[config.mk]
export PLATFORM = sky130hd
export DESIGN_NAME = vci_regs
export DESIGN_NICKNAME = d
export VERILOG_FILES = /design/src/logic/vci_pkg.sv /design/src/logic/vci_regs.sv
export SDC_FILE = /design/constraint.sdc
export NUM_CORES = 1
export LEC_CHECK = 0
export ABC_AREA = 1
export BUFFER_PORTS_ARGS = -buffer_cell sky130_fd_sc_hd__buf_2
export CELL_PAD_IN_SITES_DETAIL_PLACEMENT = 0
export CELL_PAD_IN_SITES_GLOBAL_PLACEMENT = 1
export CORE_AREA = 4 4 268 270
export CTS_CLUSTER_SIZE = 8
export DETAILED_ROUTE_END_ITERATION = 10
export DIE_AREA = 0 0 272 274
export PLACE_DENSITY_LB_ADDON = 0.1
export SETUP_SLACK_MARGIN = 0.5
export SYNTH_ARGS = -nofsm -noshare
export SYNTH_HDL_FRONTEND = slang
export SYNTH_HIERARCHICAL = 1
export SYNTH_SLANG_ARGS = --single-unit
[constraint.sdc]
create_clock -name ref_clk -period 8.9 [get_ports ref_clk]
set_input_delay 0.89 -clock ref_clk [delete_from_list [all_inputs] [get_ports ref_clk]]
set_output_delay 0.89 -clock ref_clk [all_outputs]
set_load 0.05 [all_outputs]
[src/logic/vci_pkg.sv]
// constants shared by the video input control and status bank
`default_nettype none
package vci_pkg;
  localparam int REG_W = 16;
  localparam int ADDR_W = 4;
  localparam int FIFO_DEPTH = 16;
  // register word offsets
  localparam logic [3:0] OFS_CTRL = 4'h0;
  localparam logic [3:0] OFS_STAT = 4'h1;
  localparam logic [3:0] OFS_IRQ = 4'h2;
  localparam logic [3:0] OFS_FILL = 4'h3;
  localparam logic [3:0] OFS_ACT_SMP = 4'h4;
  localparam logic [3:0] OFS_F0_ACT = 4'h5;
  localparam logic [3:0] OFS_F1_ACT = 4'h6;
  localparam logic [3:0] OFS_TOT_SMP = 4'h7;
  localparam logic [3:0] OFS_F0_TOT = 4'h8;
  localparam logic [3:0] OFS_F1_TOT = 4'h9;
  localparam logic [3:0] OFS_STD = 4'ha;
  localparam logic [3:0] OFS_SOF_SMP = 4'hb;
  localparam logic [3:0] OFS_SOF_LN = 4'hc;
  localparam logic [3:0] OFS_DIV = 4'hd;
  // control bits
  localparam int CTL_GO = 0;
  localparam int CTL_IE_CHG = 1;
  localparam int CTL_IE_STB = 2;
  localparam int CTL_SYNC_EN = 3;
  // status bits
  localparam int ST_RUN = 0;
  localparam int ST_INTL = 7;
  localparam int ST_STABLE = 8;
  localparam int ST_OVF = 9;
  localparam int ST_RES = 10;
  // pending interrupt bits
  localparam int IRQ_CHG = 1;
  localparam int IRQ_STB = 2;
  // reset values
  localparam logic [15:0] CTRL_RST = 16'h0000;
  localparam logic [15:0] SOF_SMP_RST = 16'h0000;
  localparam logic [15:0] SOF_LN_RST = 16'h0000;
  localparam logic [15:0] DIV_RST = 16'h0000;
  typedef enum logic {VCI_IDLE = 1'b0, VCI_RUN = 1'b1} vci_run_e;
endpackage
`default_nettype wire

[src/logic/vci_regs.sv]
// video input control and status register bank with its sample fifo
// ----------------------------------------------------------------
// ----------------------------------------------------------------
`default_nettype none

// simple synchronous fifo, valid and ready on both sides
module vci_fifo #(
  parameter int WIDTH = 8,
  parameter int DEPTH = 16,
  parameter int CW = $clog2(DEPTH) + 1
) (
  input wire logic clk,
  input wire logic rst_n,
  input wire logic [WIDTH-1:0] in_data,
  input wire logic in_valid,
  output logic in_ready,
  output logic [WIDTH-1:0] out_data,
  output logic out_valid,
  input wire logic out_ready,
  output logic [CW-1:0] count
);
  localparam int PW = $clog2(DEPTH);
  logic [WIDTH-1:0] mem [DEPTH];
  logic [PW-1:0] wp_r, wp_nxt, rp_r, rp_nxt;
  logic [CW-1:0] cnt_r, cnt_nxt;
  logic push, pop;

  // pointer and level update
  always_comb
  begin
    in_ready = (cnt_r != CW'(DEPTH));
    out_valid = (cnt_r != '0);
    out_data = mem[rp_r];
    push = in_valid & in_ready;
    pop = out_valid & out_ready;
    wp_nxt = push ? PW'(wp_r + 1'b1) : wp_r;
    rp_nxt = pop ? PW'(rp_r + 1'b1) : rp_r;
    cnt_nxt = CW'(cnt_r + CW'(push) - CW'(pop));
    count = cnt_r;
  end

  always_ff @(posedge clk or negedge rst_n)
  begin
    if (!rst_n)
    begin
      wp_r <= '0;
      rp_r <= '0;
      cnt_r <= '0;
    end
    else
    begin
      wp_r <= wp_nxt;
      rp_r <= rp_nxt;
      cnt_r <= cnt_nxt;
    end
  end

  // storage, written only on an accepted push
  always_ff @(posedge clk)
  begin
    if (push)
      mem[wp_r] <= in_data;
  end
endmodule

module vci_regs
  import vci_pkg::*;
#(
  parameter int DATA_W = 20,
  parameter int STD_W = 3
) (
  input wire logic ref_clk,
  input wire logic arst_n,
  input wire logic [ADDR_W-1:0] reg_addr,
  input wire logic reg_read,
  input wire logic reg_write,
  input wire logic [REG_W-1:0] reg_wdata,
  output logic [REG_W-1:0] reg_rdata,
  input wire logic [DATA_W-1:0] vid_data,
  input wire logic vid_datavalid,
  input wire logic vid_h_sync,
  input wire logic vid_v_sync,
  input wire logic vid_f,
  input wire logic vid_locked,
  input wire logic [STD_W-1:0] vid_std,
  output logic [DATA_W-1:0] dout_data,
  output logic dout_sop,
  output logic dout_valid,
  input wire logic dout_ready,
  output logic irq,
  output logic overflow,
  output logic frame_start,
  output logic frame_start_locked,
  output logic line_ref
);
  localparam int CW = $clog2(FIFO_DEPTH) + 1;
  logic rst_meta_r, rst_n;
  logic [15:0] ctrl_r, ctrl_nxt, sof_smp_r, sof_smp_nxt, sof_ln_r, sof_ln_nxt;
  logic [15:0] div_r, div_nxt, rdata_r, rdata_nxt;
  logic hs_d_r, vs_d_r, hs_rise, vs_rise, frame_edge;
  logic [15:0] h_cnt_r, h_cnt_nxt, act_cnt_r, act_cnt_nxt, line_len;
  logic [15:0] v_cnt_r, v_cnt_nxt, vact_r, vact_nxt, len1_r, len1_nxt, len2_r, len2_nxt;
  logic [15:0] act_smp_r, act_smp_nxt, tot_smp_r, tot_smp_nxt;
  logic [15:0] f0_act_r, f0_act_nxt, f0_tot_r, f0_tot_nxt;
  logic [15:0] f1_act_r, f1_act_nxt, f1_tot_r, f1_tot_nxt;
  logic line_act_r, line_act_nxt, stable_r, stable_nxt, fld_r, fld_nxt;
  logic seen_odd_r, seen_odd_nxt, intl_r, intl_nxt;
  logic [3:0] vld_r, vld_nxt;
  vci_run_e run_r, run_nxt;
  logic first_r, first_nxt, ovf_r, ovf_nxt, ovf_out_r;
  logic [2:1] pend_r, pend_nxt;
  logic [15:0] stat_w;
  logic [7:0] stat_prev_r;
  logic wr_stat, wr_irq, res_ok, push_v, in_ready, ovf_set;
  logic [CW-1:0] fill;
  logic sync_en, sof_hit, sof_r, sof_nxt, lref_r, lref_nxt;
  logic [2:0] sof_dly_r, sof_dly_nxt;
  logic [15:0] div_cnt_r, div_cnt_nxt;

  // ----------------------------------------------------------------
  // reset release
  // ----------------------------------------------------------------
  // two stage release keeps the deassertion synchronous to ref_clk
  always_ff @(posedge ref_clk or negedge arst_n)
  begin
    if (!arst_n)
    begin
      rst_meta_r <= 1'b0;
      rst_n <= 1'b0;
    end
    else
    begin
      rst_meta_r <= 1'b1;
      rst_n <= rst_meta_r;
    end
  end

  // ----------------------------------------------------------------
  // register port
  // ----------------------------------------------------------------
  // status word composed from live state; unused bits read zero
  assign res_ok = vld_r[0] & vld_r[1] & (vld_r[3] | ~intl_r);
  assign stat_w = {5'h00, res_ok, ovf_r, stable_r, intl_r, vld_r, 2'h0, run_r};
  assign wr_stat = reg_write && (reg_addr == OFS_STAT);
  assign wr_irq = reg_write && (reg_addr == OFS_IRQ);

  // writable registers and registered read data; word offsets only
  always_comb
  begin
    ctrl_nxt = ctrl_r;
    sof_smp_nxt = sof_smp_r;
    sof_ln_nxt = sof_ln_r;
    div_nxt = div_r;
    rdata_nxt = rdata_r;
    if (reg_write)
    begin
      case (reg_addr)
        OFS_CTRL: ctrl_nxt = reg_wdata;
        OFS_SOF_SMP: sof_smp_nxt = reg_wdata;
        OFS_SOF_LN: sof_ln_nxt = reg_wdata;
        OFS_DIV: div_nxt = reg_wdata;
        default: ctrl_nxt = ctrl_r;
      endcase
    end
    if (reg_read)
    begin
      case (reg_addr)
        OFS_CTRL: rdata_nxt = ctrl_r;
        OFS_STAT: rdata_nxt = stat_w;
        OFS_IRQ: rdata_nxt = {13'h0000, pend_r, 1'b0};
        OFS_FILL: rdata_nxt = 16'(fill);
        OFS_ACT_SMP: rdata_nxt = act_smp_r;
        OFS_F0_ACT: rdata_nxt = f0_act_r;
        OFS_F1_ACT: rdata_nxt = f1_act_r;
        OFS_TOT_SMP: rdata_nxt = tot_smp_r;
        OFS_F0_TOT: rdata_nxt = f0_tot_r;
        OFS_F1_TOT: rdata_nxt = f1_tot_r;
        OFS_STD: rdata_nxt = 16'(vid_std);
        OFS_SOF_SMP: rdata_nxt = sof_smp_r;
        OFS_SOF_LN: rdata_nxt = sof_ln_r;
        OFS_DIV: rdata_nxt = div_r;
        default: rdata_nxt = 16'h0000;
      endcase
    end
  end

  always_ff @(posedge ref_clk or negedge rst_n)
  begin
    if (!rst_n)
    begin
      ctrl_r <= CTRL_RST;
      sof_smp_r <= SOF_SMP_RST;
      sof_ln_r <= SOF_LN_RST;
      div_r <= DIV_RST;
      rdata_r <= 16'h0000;
    end
    else
    begin
      ctrl_r <= ctrl_nxt;
      sof_smp_r <= sof_smp_nxt;
      sof_ln_r <= sof_ln_nxt;
      div_r <= div_nxt;
      rdata_r <= rdata_nxt;
    end
  end
  assign reg_rdata = rdata_r;

  // ----------------------------------------------------------------
  // input measurement
  // ----------------------------------------------------------------
  assign hs_rise = vid_h_sync & ~hs_d_r;
  assign vs_rise = vid_v_sync & ~vs_d_r;
  assign frame_edge = vs_rise & ~vid_f;
  assign line_len = 16'(h_cnt_r + 16'h0001);

  // line and field counters; field end stores into the ending field,
  // counting the line that the coincident hsync edge closes as well
  always_comb
  begin
    h_cnt_nxt = hs_rise ? 16'h0000 : 16'(h_cnt_r + 16'h0001);
    act_cnt_nxt = hs_rise ? 16'h0000 : 16'(act_cnt_r + {15'h0000, vid_datavalid});
    line_act_nxt = hs_rise ? 1'b0 : (line_act_r | vid_datavalid);
    {v_cnt_nxt, vact_nxt, len1_nxt, len2_nxt} = {v_cnt_r, vact_r, len1_r, len2_r};
    {act_smp_nxt, tot_smp_nxt, stable_nxt, vld_nxt} = {act_smp_r, tot_smp_r, stable_r, vld_r};
    {f0_act_nxt, f0_tot_nxt, f1_act_nxt, f1_tot_nxt} = {f0_act_r, f0_tot_r, f1_act_r, f1_tot_r};
    {fld_nxt, intl_nxt} = {fld_r, intl_r};
    seen_odd_nxt = seen_odd_r | vid_f;
    if (hs_rise)
    begin
      tot_smp_nxt = line_len;
      if (line_act_r) // blank lines keep the last active width
        act_smp_nxt = act_cnt_r;
      len1_nxt = line_len;
      len2_nxt = len1_r;
      stable_nxt = (line_len == len1_r) || (line_len == len2_r) || (len1_r == len2_r);
      v_cnt_nxt = 16'(v_cnt_r + 16'h0001);
      vact_nxt = 16'(vact_r + {15'h0000, line_act_r});
      vld_nxt[0] = 1'b1;
      vld_nxt[2] = 1'b1;
    end
    if (vs_rise)
    begin
      if (fld_r)
      begin
        f1_tot_nxt = v_cnt_nxt;
        f1_act_nxt = vact_nxt;
        vld_nxt[3] = 1'b1;
      end
      else
      begin
        f0_tot_nxt = v_cnt_nxt;
        f0_act_nxt = vact_nxt;
        vld_nxt[1] = 1'b1;
      end
      v_cnt_nxt = 16'h0000;
      vact_nxt = 16'h0000;
      fld_nxt = vid_f;
      if (!vid_f)
      begin
        intl_nxt = seen_odd_r;
        seen_odd_nxt = 1'b0;
      end
    end
    if (!vid_locked)
    begin
      vld_nxt = 4'h0;
      stable_nxt = 1'b0;
    end
  end

  always_ff @(posedge ref_clk or negedge rst_n)
  begin
    if (!rst_n)
    begin
      {hs_d_r, vs_d_r, h_cnt_r, act_cnt_r, line_act_r} <= '0;
      {v_cnt_r, vact_r, len1_r, len2_r, act_smp_r, tot_smp_r} <= '0;
      {f0_act_r, f0_tot_r, f1_act_r, f1_tot_r, stable_r, vld_r} <= '0;
      {fld_r, intl_r, seen_odd_r} <= '0;
    end
    else
    begin
      {hs_d_r, vs_d_r} <= {vid_h_sync, vid_v_sync};
      {h_cnt_r, act_cnt_r, line_act_r} <= {h_cnt_nxt, act_cnt_nxt, line_act_nxt};
      {v_cnt_r, vact_r, len1_r, len2_r} <= {v_cnt_nxt, vact_nxt, len1_nxt, len2_nxt};
      {act_smp_r, tot_smp_r, stable_r, vld_r} <= {act_smp_nxt, tot_smp_nxt, stable_nxt, vld_nxt};
      {f0_act_r, f0_tot_r, f1_act_r, f1_tot_r} <= {f0_act_nxt, f0_tot_nxt, f1_act_nxt, f1_tot_nxt};
      {fld_r, intl_r, seen_odd_r} <= {fld_nxt, intl_nxt, seen_odd_nxt};
    end
  end

  // ----------------------------------------------------------------
  // run control, stream path, sticky flags
  // ----------------------------------------------------------------
  assign push_v = (run_r == VCI_RUN) & vid_datavalid;
  assign ovf_set = push_v & ~in_ready;

  vci_fifo #(.WIDTH(DATA_W + 1), .DEPTH(FIFO_DEPTH)) u_fifo (
    .clk(ref_clk),
    .rst_n(rst_n),
    .in_data({first_r, vid_data}),
    .in_valid(push_v),
    .in_ready(in_ready),
    .out_data({dout_sop, dout_data}),
    .out_valid(dout_valid),
    .out_ready(dout_ready),
    .count(fill)
  );

  // run changes only on an even field start; sets win over clears
  always_comb
  begin
    run_nxt = run_r;
    first_nxt = first_r & ~(push_v & in_ready);
    if (frame_edge)
    begin
      run_nxt = ctrl_r[CTL_GO] ? VCI_RUN : VCI_IDLE;
      first_nxt = ctrl_r[CTL_GO];
    end
    ovf_nxt = ovf_set | (ovf_r & ~(wr_stat & reg_wdata[ST_OVF]));
    pend_nxt = pend_r & ~(wr_irq ? reg_wdata[2:1] : 2'h0);
    if (stat_w[10:3] != stat_prev_r)
      pend_nxt[IRQ_CHG] = 1'b1;
    if (stable_nxt & ~stable_r)
      pend_nxt[IRQ_STB] = 1'b1;
  end

  always_ff @(posedge ref_clk or negedge rst_n)
  begin
    if (!rst_n)
    begin
      run_r <= VCI_IDLE;
      {first_r, ovf_r, ovf_out_r, pend_r, stat_prev_r} <= '0;
    end
    else
    begin
      run_r <= run_nxt;
      {first_r, ovf_r, pend_r} <= {first_nxt, ovf_nxt, pend_nxt};
      ovf_out_r <= ovf_r;
      stat_prev_r <= stat_w[10:3];
    end
  end
  // interrupt follows pending flags through their enables
  assign irq = (pend_r[IRQ_CHG] & ctrl_r[CTL_IE_CHG]) | (pend_r[IRQ_STB] & ctrl_r[CTL_IE_STB]);
  assign overflow = ovf_out_r;

  // ----------------------------------------------------------------
  // synchronization outputs
  // ----------------------------------------------------------------
  assign sync_en = ctrl_r[CTL_SYNC_EN];
  assign sof_hit = sync_en && !fld_r && (v_cnt_r == sof_ln_r) &&
                   (h_cnt_r == {2'h0, sof_smp_r[15:2]});

  // frame start delayed by the subsample count; divider for line reference
  always_comb
  begin
    sof_dly_nxt = (sof_dly_r != 3'h0) ? 3'(sof_dly_r - 3'h1) : 3'h0;
    if (sof_hit)
      sof_dly_nxt = 3'({1'b0, sof_smp_r[1:0]} + 3'h1);
    sof_nxt = sync_en && (sof_dly_r == 3'h1);
    div_cnt_nxt = 16'(div_cnt_r + 16'h0001);
    lref_nxt = 1'b0;
    if (!sync_en || div_r == 16'h0000)
      div_cnt_nxt = 16'h0000;
    else if (div_cnt_r == 16'(div_r - 16'h0001))
    begin
      div_cnt_nxt = 16'h0000;
      lref_nxt = 1'b1;
    end
  end

  always_ff @(posedge ref_clk or negedge rst_n)
  begin
    if (!rst_n)
      {sof_dly_r, sof_r, div_cnt_r, lref_r} <= '0;
    else
      {sof_dly_r, sof_r, div_cnt_r, lref_r} <= {sof_dly_nxt, sof_nxt, div_cnt_nxt, lref_nxt};
  end
  assign frame_start = sof_r;
  assign line_ref = lref_r;
  assign frame_start_locked = sync_en & vid_locked & stable_r;
endmodule
`default_nettype wire
==> impl_results.md <==
* Status: complete, no violations
* DRC at 0
* Routed wl met2 at 42900 um
* Total wire length at 87600 um
* Gr ovfl total at 0
* Worst min-delay path class: input port to async pin
* Full die area at 74500 um^2
* TritonCTS Buffers at 91
* Vias in the first global route at 21914
* Critical path peak fanout at 101
* Highest metal used: met4
* Period utilization at 54.0%
* GRT Overall Usage at 23.6%
* Syn Nets at 3340
* Leading area contributor after synthesis: edfxtp_1
* Synth Register Bits at 650
* Hold Worst Slack at 50.2 ps
* Final nets at 3443
* Port bufs at 95
* Synthesized cell area at 30200 um^2
* Hpwl dp at 57400 um
* Max cap viols at 0
* Fraction of layout cells with a size suffix above 1 at 10.2%
* FP Rows at 97
* Setup crit start kind: flip-flop
* Clock sinks at 650
* Post-CTS sizing at 0
* CP Class: flip-flop to primary output
* Crit path capture type: primary output
* Final Hold Fails at 0
* Antenna violations before repair at 2
* Synth Area per Inst at 9.26 um^2
* Slew Limit Fails at 0
* Setup TNS at 0 ps
* Dpl cell area at 31700 um^2
* Mapped Cells at 3264
* Routed wl met3 at 3860 um
* Max Fclk at 208 MHz
* Sequential share of the synthesized area at 59.4%
* Die Span X at 272 um
* Die Ht at 274 um
* First-pass GRT wire length at 134000 um
* Worst path most repeated cell: nand2_1
* Post-Layout Inst Area at 34200 um^2
* Synth top area share at 33.4%
* Worst rel slew slack at 23.2%
* Worst EP arrival at 3910 ps
* Period minus WS final at 4800 ps
* Finished Core Util at 49.2%
* Ports at 96
* Unrepaired setup endpoints after global routing: false
* Clk pin slew, worst setup/hold paths at 50 ps
* DRT iter0 DRCs at 1450
* Largest net degree at the start of global routing at 139
* Slowest stage delay, CP at 850 ps
* Ant. Diodes at 0
* Post-DR vias/cell at 5.16
* Finished Layout Cells at 4347
* Avg WL per Cell at 20.1 um
* Unique cell type count in the Yosys netlist at 61
* Area Growth Syn to Fin at 13.2%
* Final Skew at 24.1 ps
* Starting Density at 43.5%
* Least-Margin Pin Slew at 1150 ps
* Peak VDD IR at 168 uV
* Post-Route M1 WL at 37400 um
* Syn. warnings at 6
* Worst skew pair latency at 630 ps
* Antenna Violating Nets Remaining at 0
* Drt first pass iters at 6
* Setup Buffers After CTS at 0
* Final setup violation count at 0
* Top cells by area, synth: edfxtp_1 (33%), dfrtp_1 (26%), nand2_1 (12%), inv_1 (4.4%), nand3_1 (3.8%)
* CTS HTree Levels at 3
* RePlAce Congestion at 0.920
* Req. time, crit path at 8010 ps
* Crit-path cells: buf_4, buf_4, nand2_1, nand3_1, nand2_1, nor2_1, nand2_1, nand2_1, buf_2
* Clock Path Buffers at 3
* Placed Cells at 4214
* Core area at 69500 um^2
* CP max-delay cell: buf_4
* PwrDens at 274 nW/um^2
* Total number of vias at 22442
* Clk root buf: clkbuf_16
* Leak pwr at 0.0151 uW
* Hold_buf cts at 0
* TritonCTS clock tree: built
-- synth_stat cells, drive strengths merged --
library cell / n
nand2: 1003
inv: 367
edfxtp: 336
nor2: 326
dfrtp: 314
nand3: 232
o21ai: 221
xor2: 68
buf: 65
clkbuf: 59
nand4: 50
xnor2: 39
a221oi: 32
a21oi: 28
nor3: 25
ha: 22
mux2: 10
o22ai: 10
or2: 9
a32o: 5
nor4: 5
and2: 4
o2bb2ai: 4
clkinv: 3
nor3b: 3
a22o: 2
a311oi: 2
mux2i: 2
nand3b: 2
o2111ai: 2
o21bai: 2
xnor3: 2
a211oi: 1
a21o: 1
a31oi: 1
and3: 1
conb: 1
fa: 1
o211a: 1
o21a: 1
o41ai: 1
or3b: 1
-- where the power goes --
part           internal [uW]  leakage, uW  switching [uW]
clock network           1900      0.00122            1260
logic                    696      0.00662            1890
registers               3380      0.00721             234
-- logic make-up (layout without fill, tap and decap cells) --
kind of cell	after synthesis	in the layout	synth area share (%)
flip-flops	650	650	59.4
XOR/XNOR	109	109	3.32
buffers and inverters	494	637	6.46
AO/OA/AOI/OAI	314	314	5.98
AND/OR/NAND/NOR	1661	1661	23.4
adder cells (fa/ha/maj)	23	23	0.977
multiplexers	12	12	0.439
other	1	1	0.0124
-- critical path, delay by kind of cell, from the launching register on --
kind          cells  cell delay (ps)
flops             1              610
simple gates      6              600
buf+inv           3             1990
-- metal layers --
| layer | up-vias | track usage (%) |
|---|---|---|
| met3 | 145 | 3.05 |
| met1 | 10963 | 30.5 |
| met4 | 0 | 9.20 |
| met2 | 544 | 40.5 |
| met5 | - | 0 |
| li1 | 10790 | - |
-- cells in the final DEF, fill, tap and decap left out, drive strengths merged, types with 9 or more instances in the layout --
cell,n
or2,9
edfxtp,336
inv,369
nor2,326
mux2,10
xnor2,39
nor3,25
nand2,1003
buf,134
dfrtp,314
ha,22
o21ai,221
nand4,50
o22ai,10
clkbuf,129
nand3,232
a221oi,32
xor2,68
a21oi,28
-- worst paths after layout --
check	from	endpoint	slack (ps)	cells past startpoint
worst max-delay path	u_fifo/rp_r[0]	dout_data[15]	4100	9
worst min-delay path	arst_n	rst_n	50	1
worst max register to register	hs_d_r	f1_tot_r[14]	5820	10
worst min register to register	rst_n	act_cnt_r[7]	340	0
max in group asynchronous	rst_n	f0_tot_r[6]	6370	2
min in group ref_clk	rst_meta_r	rst_n	350	0
-- through the flow --
stage | power [uW] | setup WS, ps
5_1_grt | 9900 | 3750
3_3_place_gp | 6260 | 4750
6_report | 9370 | 4100
4_1_cts | 9490 | 4020
2_1_floorplan | 5500 | 3760
3_5_place_dp | 6290 | 4720
-- flip-flops by register name, indices dropped and copies added, names as in the netlist, 4 cells and up --
| name | flops |
|---|---|
| f1_tot_r | 16 |
| sof_smp_r | 16 |
| f1_act_r | 16 |
| act_cnt_r | 16 |
| f0_tot_r | 16 |
| v_cnt_r | 16 |
| div_cnt_r | 16 |
| u_fifo/wp_r | 4 |
| h_cnt_r | 16 |
| vact_r | 16 |
| f0_act_r | 16 |
| len2_r | 16 |
| act_smp_r | 16 |
| u_fifo/rp_r | 4 |
| ctrl_r | 16 |
| u_fifo/mem | 336 |
| stat_prev_r | 7 |
| div_r | 16 |
| u_fifo/count | 5 |
| sof_ln_r | 16 |
| reg_rdata | 16 |
| tot_smp_r | 16 |
-- cell type report --
type | count | area, um^2
Timing Repair Buffer | 134 | 781
Clock buffer | 129 | 2470
Multi-Input combinational cell | 2120 | 10400
Sequential cell | 650 | 18000
Tap cell | 940 | 1180
Inverter | 370 | 1390
Fill cell | 6519 | 35300
Clock inverter | 4 | 61.3
Note: power is estimated with default switching activity, not from simulation.
